`src/e1lm_pkg.sv`:
```
/*
 * Shared definitions for the E1 line maintenance control block:
 * register offsets, field positions, reset values, writable masks,
 * detection limits, timing constants and the carrier and state structs.
 * Assumes an 8-bit register port and a 10 MHz device clock.
 */
package e1lm_pkg;

    // ====
    // Register map
    localparam logic [7:0] OFS_RX_CODE      = 8'h28;
    localparam logic [7:0] OFS_RX_LEVEL     = 8'h29;
    localparam logic [7:0] OFS_SLICER       = 8'h2A;
    localparam logic [7:0] OFS_LOOPBACK     = 8'h2B;
    localparam logic [7:0] OFS_LOSS_CTRL    = 8'h2C;
    localparam logic [7:0] OFS_VIOL_EXZ     = 8'h31;
    localparam logic [7:0] OFS_TERM         = 8'h32;
    localparam logic [7:0] OFS_LINE_STATUS  = 8'h36;
    localparam logic [7:0] OFS_EXZ_CNT_LO   = 8'h40;
    localparam logic [7:0] OFS_EXZ_CNT_HI   = 8'h41;

    localparam logic [7:0] RST_RX_CODE      = 8'h00;
    localparam logic [7:0] RST_RX_LEVEL     = 8'h15;
    localparam logic [7:0] RST_SLICER       = 8'h18;
    localparam logic [7:0] RST_LOOPBACK     = 8'h00;
    localparam logic [7:0] RST_LOSS_CTRL    = 8'h00;
    localparam logic [7:0] RST_VIOL_EXZ     = 8'h00;
    localparam logic [7:0] RST_TERM         = 8'h07;

    localparam logic [7:0] MSK_RX_CODE      = 8'h01;
    localparam logic [7:0] MSK_RX_LEVEL     = 8'h5F;
    localparam logic [7:0] MSK_SLICER       = 8'h3F;
    localparam logic [7:0] MSK_LOOPBACK     = 8'h77;
    localparam logic [7:0] MSK_LOSS_CTRL    = 8'h1C;
    localparam logic [7:0] MSK_VIOL_EXZ     = 8'h5F;
    localparam logic [7:0] MSK_TERM         = 8'h3F;

    // ====
    // Field positions
    localparam int BIT_RX_CODE_AMI   = 0;
    localparam int BIT_LONG_HAUL     = 6;
    localparam int POS_LOSS_THR      = 0;
    localparam int POS_MARK_THR      = 4;
    localparam int POS_PEAK_PER      = 2;
    localparam int POS_MON_GAIN      = 0;
    localparam int BIT_LB_DIGITAL1   = 6;
    localparam int BIT_LB_SYS_LOCAL  = 5;
    localparam int BIT_LB_SYS_REMOTE = 4;
    localparam int BIT_LB_REMOTE     = 2;
    localparam int BIT_LB_ANALOG     = 1;
    localparam int BIT_LB_DIGITAL2   = 0;
    localparam int BIT_LOSS_CRIT     = 4;
    localparam int BIT_RX_ALL_ONES   = 3;
    localparam int BIT_TX_ALL_ONES   = 2;
    localparam int BIT_VIOL_INJECT   = 6;
    localparam int BIT_EXZ_CRIT      = 4;
    localparam int POS_EXZ_CNT_EN    = 2;
    localparam int BIT_REPORT_MODE   = 1;
    localparam int BIT_XFER_TRIG     = 0;
    localparam int POS_TX_TERM       = 3;
    localparam int BIT_LOS_STATUS    = 0;

    // ====
    // Detection limits, in bit intervals
    localparam logic [11:0] LOS_RUN_SHORT    = 12'h020;
    localparam logic [11:0] LOS_RUN_LONG     = 12'h800;
    localparam logic [4:0]  CLR_WIN_LAST     = 5'h1F;
    localparam logic [5:0]  CLR_MIN_MARKS    = 6'h04;
    localparam logic [4:0]  CLR_ZERO_RUN     = 5'h10;
    localparam logic [6:0]  EXZ_LIM_AMI_STD  = 7'h0F;
    localparam logic [6:0]  EXZ_LIM_AMI_ALT  = 7'h50;
    localparam logic [6:0]  EXZ_LIM_HDB3     = 7'h03;
    localparam logic [1:0]  EXZ_COUNT_ON     = 2'h1;
    localparam logic [8:0]  PEAK_BASE_BITS   = 9'h020;

    // ====
    // Timing
    localparam longint REPORT_PERIOD_NS  = 64'd1_000_000_000;
    localparam longint CLK_PERIOD_NS     = 64'd100;
    localparam int unsigned REPORT_PERIOD_CYCLES =
        int'(REPORT_PERIOD_NS / CLK_PERIOD_NS);

    // ====
    // Carriers
    typedef struct packed {
        logic [7:0] addr;
        logic [7:0] wdata;
        logic       wr;
        logic       rd;
    } e1lm_bus_s;

    typedef struct packed {
        logic [4:0] signal_loss_threshold;
        logic       equalizer_long_haul;
        logic [1:0] mark_detect_threshold;
        logic [1:0] peak_observe_period;
        logic [1:0] monitor_gain;
        logic [2:0] tx_term_sel;
        logic       tx_term_bypass;
    } e1lm_cfg_s;

    typedef struct packed {
        logic local_digital_loopback_one;
        logic system_local_loopback;
        logic system_remote_loopback;
        logic remote_loopback;
        logic analog_loopback;
        logic local_digital_loopback_two;
    } e1lm_loop_s;

    typedef struct packed {
        logic [7:0]  rx_code;
        logic [7:0]  rx_level;
        logic [7:0]  slicer;
        logic [7:0]  loopback;
        logic [7:0]  loss_ctrl;
        logic [7:0]  viol_exz;
        logic [7:0]  term;
        logic [3:0]  sync_a;
        logic [3:0]  sync_b;
        logic        strobe_d;
        logic        los;
        logic [11:0] below_run;
        logic [4:0]  win_cnt;
        logic [5:0]  win_marks;
        logic [4:0]  win_zero_run;
        logic        win_bad;
        logic [6:0]  exz_run;
        logic [15:0] exz_cnt;
        logic [15:0] exz_result;
        logic [31:0] sec_cnt;
        logic [8:0]  peak_cnt;
        logic        peak_end;
        logic        bpv_pulse;
        logic        rx_out;
        logic        tx_out;
        logic [7:0]  rdata;
    } e1lm_state_s;

endpackage : e1lm_pkg

```
`src/e1lm_ctrl.sv`:
```
/*
 * E1 line maintenance control: register bank, loss-of-signal declare and
 * clear, all-ones insertion, violation injection, excess-zero detection,
 * counting and reporting, peak window timing and analog configuration.
 * Assumes a single 10 MHz clock, a byte-wide register port with read data
 * one cycle after the strobe, and a receive front end that supplies a bit
 * strobe, the decoded data bit and two level comparator outputs, all
 * asynchronous to the device clock.
 */
// Design decision made here: the plain strobed port.
//
// Notes on behaviour
// - Long haul: five-bit field sets loss declare level, -4 dB to -48 dB.
// - Slicer reports a mark above 40/50/60/70 percent of peak.
// - Peak measured over 32, 64, 128 or 256 bit periods.
// - Monitor gain 0 dB or 22 dB; codes 10 and 11 reserved.
// - Six loopback bits each enable their own path when set.
// - Criterion 0: declare loss after 32 consecutive low intervals.
// - Criterion 1: declare loss after 2048 consecutive low intervals.
// - Clear loss on high level, 12.5 percent marks, no run of 16 zeros per 32.
// - Receive all-ones bit plus loss replaces receive data with ones.
// - Transmit all-ones bit plus loss sends ones on transmit.
// - Each rising inject bit inserts exactly one bipolar violation.
// - Criterion 0: excess zeros beyond 15 in AMI, beyond 3 in HDB3.
// - Criterion 1: excess zeros beyond 80 in AMI, beyond 3 in HDB3.
// - Counter increments on excess-zero events only with enable field 01.
// - Manual mode: rising transfer trigger copies counter to results.
// - Auto mode: counter copied to results once every second.
// - Transmit impedance 75/120/100/110 ohm; codes 1xx bypass internally.
// - Line code bit: 0 HDB3, 1 AMI; picks the excess-zero limit.
// - Equalizer bit: 1 long haul, 0 short haul; picks loss levels.
`timescale 1ns/10ps

module e1lm_ctrl #(
    parameter int unsigned REPORT_CYCLES = e1lm_pkg::REPORT_PERIOD_CYCLES
) (
    input  wire logic                 clk,
    input  wire logic                 srst,
    input  wire e1lm_pkg::e1lm_bus_s  bus,
    output logic [7:0]                rdata,
    input  wire logic                 rx_bit_strobe,
    input  wire logic                 rx_data_in,
    input  wire logic                 level_below_declare,
    input  wire logic                 level_above_clear,
    input  wire logic                 tx_data_in,
    output logic                      rx_data_out,
    output logic                      tx_data_out,
    output logic                      violation_insert,
    output logic                      peak_window_end,
    output logic                      loss_of_signal,
    output e1lm_pkg::e1lm_cfg_s       cfg,
    output e1lm_pkg::e1lm_loop_s      loops
);
    import e1lm_pkg::*;

    // ====
    // Helpers
    function automatic logic [7:0] masked_write(input logic [7:0] wdata,
                                                input logic [7:0] mask);
        masked_write = wdata & mask;
    endfunction : masked_write

    function automatic logic rose(input logic old_bit,
                                  input logic new_bit);
        rose = new_bit & ~old_bit;
    endfunction : rose

    // ====
    // State
    e1lm_state_s st;
    e1lm_state_s nx;

    logic        wr_hit_viol;
    logic        bit_tick;
    logic        data_bit;
    logic        below;
    logic        above;
    logic        long_haul;
    logic        ami;
    logic [11:0] declare_run;
    logic [6:0]  exz_limit;
    logic        exz_event;
    logic        transfer;
    logic        win_last;
    logic [8:0]  peak_len;

    always_comb begin
        nx = st;

        // ====
        // Register writes
        wr_hit_viol = bus.wr && (bus.addr == OFS_VIOL_EXZ);
        if (bus.wr) begin
            unique case (bus.addr)
                OFS_RX_CODE:   nx.rx_code   = masked_write(bus.wdata, MSK_RX_CODE);
                OFS_RX_LEVEL:  nx.rx_level  = masked_write(bus.wdata, MSK_RX_LEVEL);
                OFS_SLICER:    nx.slicer    = masked_write(bus.wdata, MSK_SLICER);
                OFS_LOOPBACK:  nx.loopback  = masked_write(bus.wdata, MSK_LOOPBACK);
                OFS_LOSS_CTRL: nx.loss_ctrl = masked_write(bus.wdata, MSK_LOSS_CTRL);
                OFS_VIOL_EXZ:  nx.viol_exz  = masked_write(bus.wdata, MSK_VIOL_EXZ);
                OFS_TERM:      nx.term      = masked_write(bus.wdata, MSK_TERM);
                default: ;
            endcase
        end

        // Inject pulse: one per rising write of the bit
        nx.bpv_pulse = wr_hit_viol
            && rose(st.viol_exz[BIT_VIOL_INJECT], bus.wdata[BIT_VIOL_INJECT]);

        // ====
        // Front end synchronisers; only stage b is ever read
        nx.sync_a   = {level_above_clear, level_below_declare, rx_data_in, rx_bit_strobe};
        nx.sync_b   = st.sync_a;
        nx.strobe_d = st.sync_b[0];
        bit_tick    = rose(st.strobe_d, st.sync_b[0]);
        data_bit    = st.sync_b[1];
        below       = st.sync_b[2];
        above       = st.sync_b[3];

        long_haul   = st.rx_level[BIT_LONG_HAUL];
        ami         = st.rx_code[BIT_RX_CODE_AMI];

        // ====
        // Loss of signal declare; level limit chosen in front end by haul
        declare_run = st.loss_ctrl[BIT_LOSS_CRIT] ? LOS_RUN_LONG : LOS_RUN_SHORT;
        win_last    = (st.win_cnt == CLR_WIN_LAST);
        if (bit_tick) begin
            if (below) begin
                if (st.below_run != declare_run) begin
                    nx.below_run = st.below_run + 12'h001;
                end
                if (!st.los && (st.below_run + 12'h001 == declare_run)) begin
                    nx.los = 1'b1;
                end
            end else begin
                nx.below_run = 12'h000;
            end

            // Clearing is judged per 32-bit window
            nx.win_cnt = st.win_cnt + 5'h01;
            if (win_last) begin
                if (st.los && !st.win_bad && above
                    && (st.win_marks + {5'h00, data_bit} >= CLR_MIN_MARKS)
                    && (data_bit || st.win_zero_run + 5'h01 < CLR_ZERO_RUN)) begin
                    nx.los = 1'b0;
                end
                nx.win_marks    = 6'h00;
                nx.win_zero_run = 5'h00;
                nx.win_bad      = 1'b0;
            end else begin
                nx.win_marks = st.win_marks + {5'h00, data_bit};
                if (data_bit) begin
                    nx.win_zero_run = 5'h00;
                end else begin
                    nx.win_zero_run = st.win_zero_run + 5'h01;
                end
                // A low level or a long zero run spoils the whole window
                if (!above || (!data_bit && st.win_zero_run + 5'h01 >= CLR_ZERO_RUN)) begin
                    nx.win_bad = 1'b1;
                end
            end
        end

        // ====
        // Excess zeros: one event per run, at the first zero past the limit
        if (ami) begin
            exz_limit = st.viol_exz[BIT_EXZ_CRIT] ? EXZ_LIM_AMI_ALT : EXZ_LIM_AMI_STD;
        end else begin
            exz_limit = EXZ_LIM_HDB3;
        end
        exz_event = bit_tick && !data_bit && (st.exz_run == exz_limit);
        if (bit_tick) begin
            if (data_bit) begin
                nx.exz_run = 7'h00;
            end else if (st.exz_run != 7'h7F) begin
                nx.exz_run = st.exz_run + 7'h01;
            end
        end

        // ====
        // Counter and reporting
        nx.sec_cnt = 32'h0000_0000;
        if (st.viol_exz[BIT_REPORT_MODE] && (st.sec_cnt != 32'(REPORT_CYCLES - 1))) begin
            nx.sec_cnt = st.sec_cnt + 32'h0000_0001;
        end
        if (st.viol_exz[BIT_REPORT_MODE]) begin
            transfer = (st.sec_cnt == 32'(REPORT_CYCLES - 1));
        end else begin
            // Trigger is ignored in auto mode
            transfer = wr_hit_viol && !bus.wdata[BIT_REPORT_MODE]
                && rose(st.viol_exz[BIT_XFER_TRIG], bus.wdata[BIT_XFER_TRIG]);
        end
        if (exz_event && st.viol_exz[POS_EXZ_CNT_EN +: 2] == EXZ_COUNT_ON) begin
            nx.exz_cnt = st.exz_cnt + 16'h0001;
        end
        if (transfer) begin
            nx.exz_result = st.exz_cnt;
            // Restart so each report covers one interval; a coincident event is kept
            nx.exz_cnt = (exz_event && st.viol_exz[POS_EXZ_CNT_EN +: 2] == EXZ_COUNT_ON)
                ? 16'h0001 : 16'h0000;
        end

        // ====
        // Peak observation window timing
        peak_len = PEAK_BASE_BITS << st.slicer[POS_PEAK_PER +: 2];
        nx.peak_end = 1'b0;
        if (bit_tick) begin
            if (st.peak_cnt + 9'h001 >= peak_len) begin
                nx.peak_cnt = 9'h000;
                nx.peak_end = 1'b1;
            end else begin
                nx.peak_cnt = st.peak_cnt + 9'h001;
            end
        end

        // ====
        // Data paths with all-ones substitution
        nx.rx_out = (st.loss_ctrl[BIT_RX_ALL_ONES] && st.los) ? 1'b1 : data_bit;
        nx.tx_out = (st.loss_ctrl[BIT_TX_ALL_ONES] && st.los) ? 1'b1 : tx_data_in;

        // ====
        // Register reads; unmapped addresses read zero
        nx.rdata = 8'h00;
        if (bus.rd) begin
            unique case (bus.addr)
                OFS_RX_CODE:     nx.rdata = st.rx_code;
                OFS_RX_LEVEL:    nx.rdata = st.rx_level;
                OFS_SLICER:      nx.rdata = st.slicer;
                OFS_LOOPBACK:    nx.rdata = st.loopback;
                OFS_LOSS_CTRL:   nx.rdata = st.loss_ctrl;
                OFS_VIOL_EXZ:    nx.rdata = st.viol_exz;
                OFS_TERM:        nx.rdata = st.term;
                OFS_LINE_STATUS: nx.rdata = {7'h00, st.los};
                OFS_EXZ_CNT_LO:  nx.rdata = st.exz_result[7:0];
                OFS_EXZ_CNT_HI:  nx.rdata = st.exz_result[15:8];
                default:         nx.rdata = 8'h00;
            endcase
        end

        if (srst) begin
            nx           = '0;
            nx.rx_code   = RST_RX_CODE;
            nx.rx_level  = RST_RX_LEVEL;
            nx.slicer    = RST_SLICER;
            nx.loopback  = RST_LOOPBACK;
            nx.loss_ctrl = RST_LOSS_CTRL;
            nx.viol_exz  = RST_VIOL_EXZ;
            nx.term      = RST_TERM;
        end
    end

    always_ff @(posedge clk) begin
        st <= nx;
    end

    // ====
    // Outputs, all straight from flops
    assign rdata            = st.rdata;
    assign rx_data_out      = st.rx_out;
    assign tx_data_out      = st.tx_out;
    assign violation_insert = st.bpv_pulse;
    assign peak_window_end  = st.peak_end;
    assign loss_of_signal   = st.los;

    // Threshold only meaningful to the front end in long haul
    assign cfg.signal_loss_threshold = st.rx_level[POS_LOSS_THR +: 5];
    assign cfg.equalizer_long_haul   = st.rx_level[BIT_LONG_HAUL];
    assign cfg.mark_detect_threshold = st.slicer[POS_MARK_THR +: 2];
    assign cfg.peak_observe_period   = st.slicer[POS_PEAK_PER +: 2];
    // Reserved gain codes pass through unchanged
    assign cfg.monitor_gain          = st.slicer[POS_MON_GAIN +: 2];
    assign cfg.tx_term_sel           = st.term[POS_TX_TERM +: 3];
    assign cfg.tx_term_bypass        = st.term[POS_TX_TERM + 2];

    assign loops.local_digital_loopback_one = st.loopback[BIT_LB_DIGITAL1];
    assign loops.system_local_loopback      = st.loopback[BIT_LB_SYS_LOCAL];
    assign loops.system_remote_loopback     = st.loopback[BIT_LB_SYS_REMOTE];
    assign loops.remote_loopback            = st.loopback[BIT_LB_REMOTE];
    assign loops.analog_loopback            = st.loopback[BIT_LB_ANALOG];
    assign loops.local_digital_loopback_two = st.loopback[BIT_LB_DIGITAL2];

endmodule : e1lm_ctrl

```
`config.mk`:
```
export PLATFORM = sky130hd
export DESIGN_NAME = e1lm_ctrl
export DESIGN_NICKNAME = d
export VERILOG_FILES = /design/src/e1lm_pkg.sv /design/src/e1lm_ctrl.sv
export SDC_FILE = /design/constraint.sdc
export NUM_CORES = 1
export LEC_CHECK = 0
export ABC_AREA = 1
export BUFFER_PORTS_ARGS = -buffer_cell sky130_fd_sc_hd__buf_2
export CORE_MARGIN = 5
export CORE_UTILIZATION = 35
export CTS_CLUSTER_SIZE = 12
export DETAILED_ROUTE_END_ITERATION = 12
export PLACE_DENSITY_LB_ADDON = 0.12
export SLEW_MARGIN = 5
export SYNTH_ARGS = -nofsm -noshare
export SYNTH_HDL_FRONTEND = slang
export SYNTH_SLANG_ARGS = --single-unit
```
`constraint.sdc`:
```
create_clock -name clk -period 2.9 [get_ports clk]
set_input_delay 0.58 -clock clk [delete_from_list [all_inputs] [get_ports clk]]
set_output_delay 0.58 -clock clk [all_outputs]
set_load 0.03 [all_outputs]
```
==> impl_metrics.yaml <==
timing:
  drv_slew: 0
  setup_tns_ns: 0
  hold_viol_final: 0
  skew_ns: 0.00846
  finalCritPeriodShare: 0.864
  tightest_slew_ns: 0.648
  slew_headroom: 0.564
  rsz0062_at_grt: "no"
  fin_ws_ns: 0.394
  fmax_ghz: 0.399
  finalSetupViolations: 0
  period_needed_ns: 2.51
grt:
  gr-total-overflow: 0
  grt_pass1_wl_um: 34700
  antenna_found_initial: 0
  grt_max_degree: 43
  grt_pass1_vias: 6970
  track_usage: 0.161
clocking:
  cts_tree: "done"
  cts.htree.levels: 4
  cts.clk_slew.worst_paths_ns: 0.07
  cts_hold_buf: 0
  clk_latency_ns: 0.43
  post_cts_buffers: 0
  clockBufferDepth: 2
  clock-root-buffer: "clkbuf_16"
  cts_resized: 0
  cts_made_buffers: 17
  cts.sinks: 165
final_layout:
  syn_to_final_growth_pct: 12.5
  final_layout_size_suffix_gt1_frac: 0.0926
  post-route-util: 0.396
  finalNetCount: 1281
  n_antenna_cell: 0
floorplan:
  start_util: 0.352
  coreArea_um2: 23300
  rows: 56
  ioPinCount: 60
  die_w_um: 163
  die_y_um: 163
  die_area_um2: 26500
power:
  clockPowerShare: 0.487
  leakage_nw: 3.60
  max-vdd-ir-drop_v: 0.000251
  p_comb_frac: 0.034
  seq_power_share: 0.480
  p_sw_frac: 0.234
  p_switching_mw: 1.12
  power_density_nw_per_um2: 519
  cell_internal_pwr_mw: 3.66
synth:
  yosysTopAreaCellShare: 0.403
  synth_warnings: 0
  synth_fa_ha_area_frac: 0.0245
  syn-cell-area_um2: 8190
  ys_types: 39
  async_flop_share: 0
  synthMuxAreaShare: 0
  synth_edf_count: 0
  ys_seq_elements: 165
  yosys.area.top_type: "dfxtp_1"
  syn_area_per_cell_um2: 6.77
  synth_top_family_by_area: "simple AND/OR/NAND/NOR gates"
  synth-compound-area-share: 0.110
  yosysSeqAreaShare: 0.403
  synthSimpleGateAreaFrac: 0.322
  yosys.area_share.xor_xnor: 0.0278
  ys.flop_type: "dfxtp_1"
  syn_inst: 1210
  synthesis.nets: 1251
  yosys-top-cells-area: "dfxtp_1 40%, nand2_1 13%, nor2_1 8.3%, inv_1 6.6%, a21oi_1 5.4%"
critical_path:
  worst_setup_path_start_kind: "flip-flop"
  crit_chain: "ha_1 -> nand3_1 -> nor2_1 -> nand2_1 -> xnor2_1 -> ha_1 -> o21ai_0 -> a21boi_0 -> o21ai_0 -> and2_0 -> nand2_1 -> a21oi_1"
  path_delay_family: "simple AND/OR/NAND/NOR gates"
  cpMaxStageDelayCell: "dfxtp_1"
  crit_path_max_incr_delay_ns: 0.38
  cp.required_ns: 3.25
  crit_buf_inv: 0
  arrival_ns: 2.86
  crit_path_end_kind: "flip-flop"
  critPathKind: "reg -> reg"
  path_max_fanout: 6
route:
  route.vias.total: 7401
  drt-total-wl_um: 21000
  drcViolationCount: 0
  routedWlPerCell_um: 13.3
  firstDrtPassIters: 6
  viasPerCell: 4.71
  drt-initial-drc-count: 482
  drtAntennaViolNets: 0
placed_design:
  dp_hpwl_um: 15500
  pre_cts_slack_ns: 0.444
  port_buffers: 58
  gp_congestion: 0.844
worst_hold_path:
  hp-class: "in -> reg"
flow_run:
  maxCapViolations: 0
outcome:
  status: "finished, final reports clean"
-- worst paths after layout --
path         slack (ns)      end  startpoint  depth (start not counted)
max                0.39   st[15]      st[12]                         12
min                0.35  st[128]  rx_data_in                          3
max reg2reg        0.39   st[15]      st[12]                         12
min reg2reg        0.40    above     st[130]                          2
-- registers in the layout, indices dropped and copies added (netlist names) --
| register | flops |
|---|---|
| rdata | 8 |
| loops | 6 |
| peak_window_end | 1 |
| data_bit | 1 |
| cfg | 15 |
| rx_data_out | 1 |
| above | 1 |
| st | 127 |
| violation_insert | 1 |
| tx_data_out | 1 |
| below | 1 |
| loss_of_signal | 1 |
| ami | 1 |
-- layer usage --
layer | routed length [µm] | GRT usage | share of wire
met1 | 10500 | 0.225 | 0.50
met2 | 9590 | 0.261 | 0.46
met3 | 755 | 0.0306 | 0.036
met4 | 147 | 0.0320 | 0.0070
met5 | 0 | 0 | 0
-- final cells by class --
cell class              count  area, µm²
inverters                 147        557
repair buffers             71        388
multi-input cells         838       3970
clock inverters            12        143
well taps                 319        399
clock buffers              20        457
fillers                  2566      14100
flip-flops and latches    165       3300
-- through the flow --
step	cell area, µm²	hold WS (ns)	cells	power (mW)
finish	9210	0.350	1572	4.78
global route	9210	0.354	1572	4.96
CTS	9210	0.338	1572	4.85
detailed placement	8610	0.393	1540	2.51
global placement	8610	0.392	1540	2.51
floorplan	8190	0.388	1210	2.44
-- placed cells by master (no fill, tap or decap), types with 3 or more instances in the layout --
cell / Yosys / routed
o21ai_0: 66 / 66
xnor2_1: 8 / 8
clkbuf_16: 0 / 17
dfxtp_1: 165 / 165
inv_6: 0 / 4
inv_1: 145 / 144
a21oi_1: 88 / 88
nand3_1: 79 / 79
nand4_1: 22 / 22
o22ai_1: 3 / 3
buf_4: 31 / 13
buf_2: 3 / 58
xor2_1: 18 / 18
nor3_1: 32 / 32
nor4_1: 4 / 4
nand2_1: 284 / 284
nor3b_1: 7 / 7
nor2_1: 180 / 180
o211ai_1: 7 / 7
ha_1: 16 / 16
clkinvlp_4: 0 / 3
nor2_2: 7 / 7
-- cells by family after synthesis --
kind of cell             after synthesis
XOR/XNOR                              26
adder cells (fa/ha/maj)               16
buffers and inverters                207
AND/OR/NAND/NOR                      624
flip-flops                           165
AO/OA/AOI/OAI                        172
-- tightest hold or removal path, stage by stage --
cell	delay [ns]
buf_2	0.08
inv_1	0.03
nor2_1	0.06
-- synth_stat cells (7+ instances only) --
library cell,count
dfxtp_1,165
nor3b_1,7
nor2_1,180
nand3_1,79
o21ai_0,66
ha_1,16
nor2_2,7
nand4_1,22
xnor2_1,8
o211ai_1,7
a21oi_1,88
xor2_1,18
buf_4,31
nor3_1,32
clkbuf_1,22
inv_1,145
nand2_1,284
-- power by group through the flow --
stage / Clock, mW / Combinational, mW / Sequential (mW)
2_1_floorplan: 0 / 0.0970 / 2.34
3_3_place_gp: 0 / 0.164 / 2.34
3_5_place_dp: 0 / 0.163 / 2.34
4_1_cts: 2.39 / 0.164 / 2.29
5_1_grt: 2.49 / 0.183 / 2.29
6_report: 2.32 / 0.161 / 2.29
(Power assumes the default switching activity.)
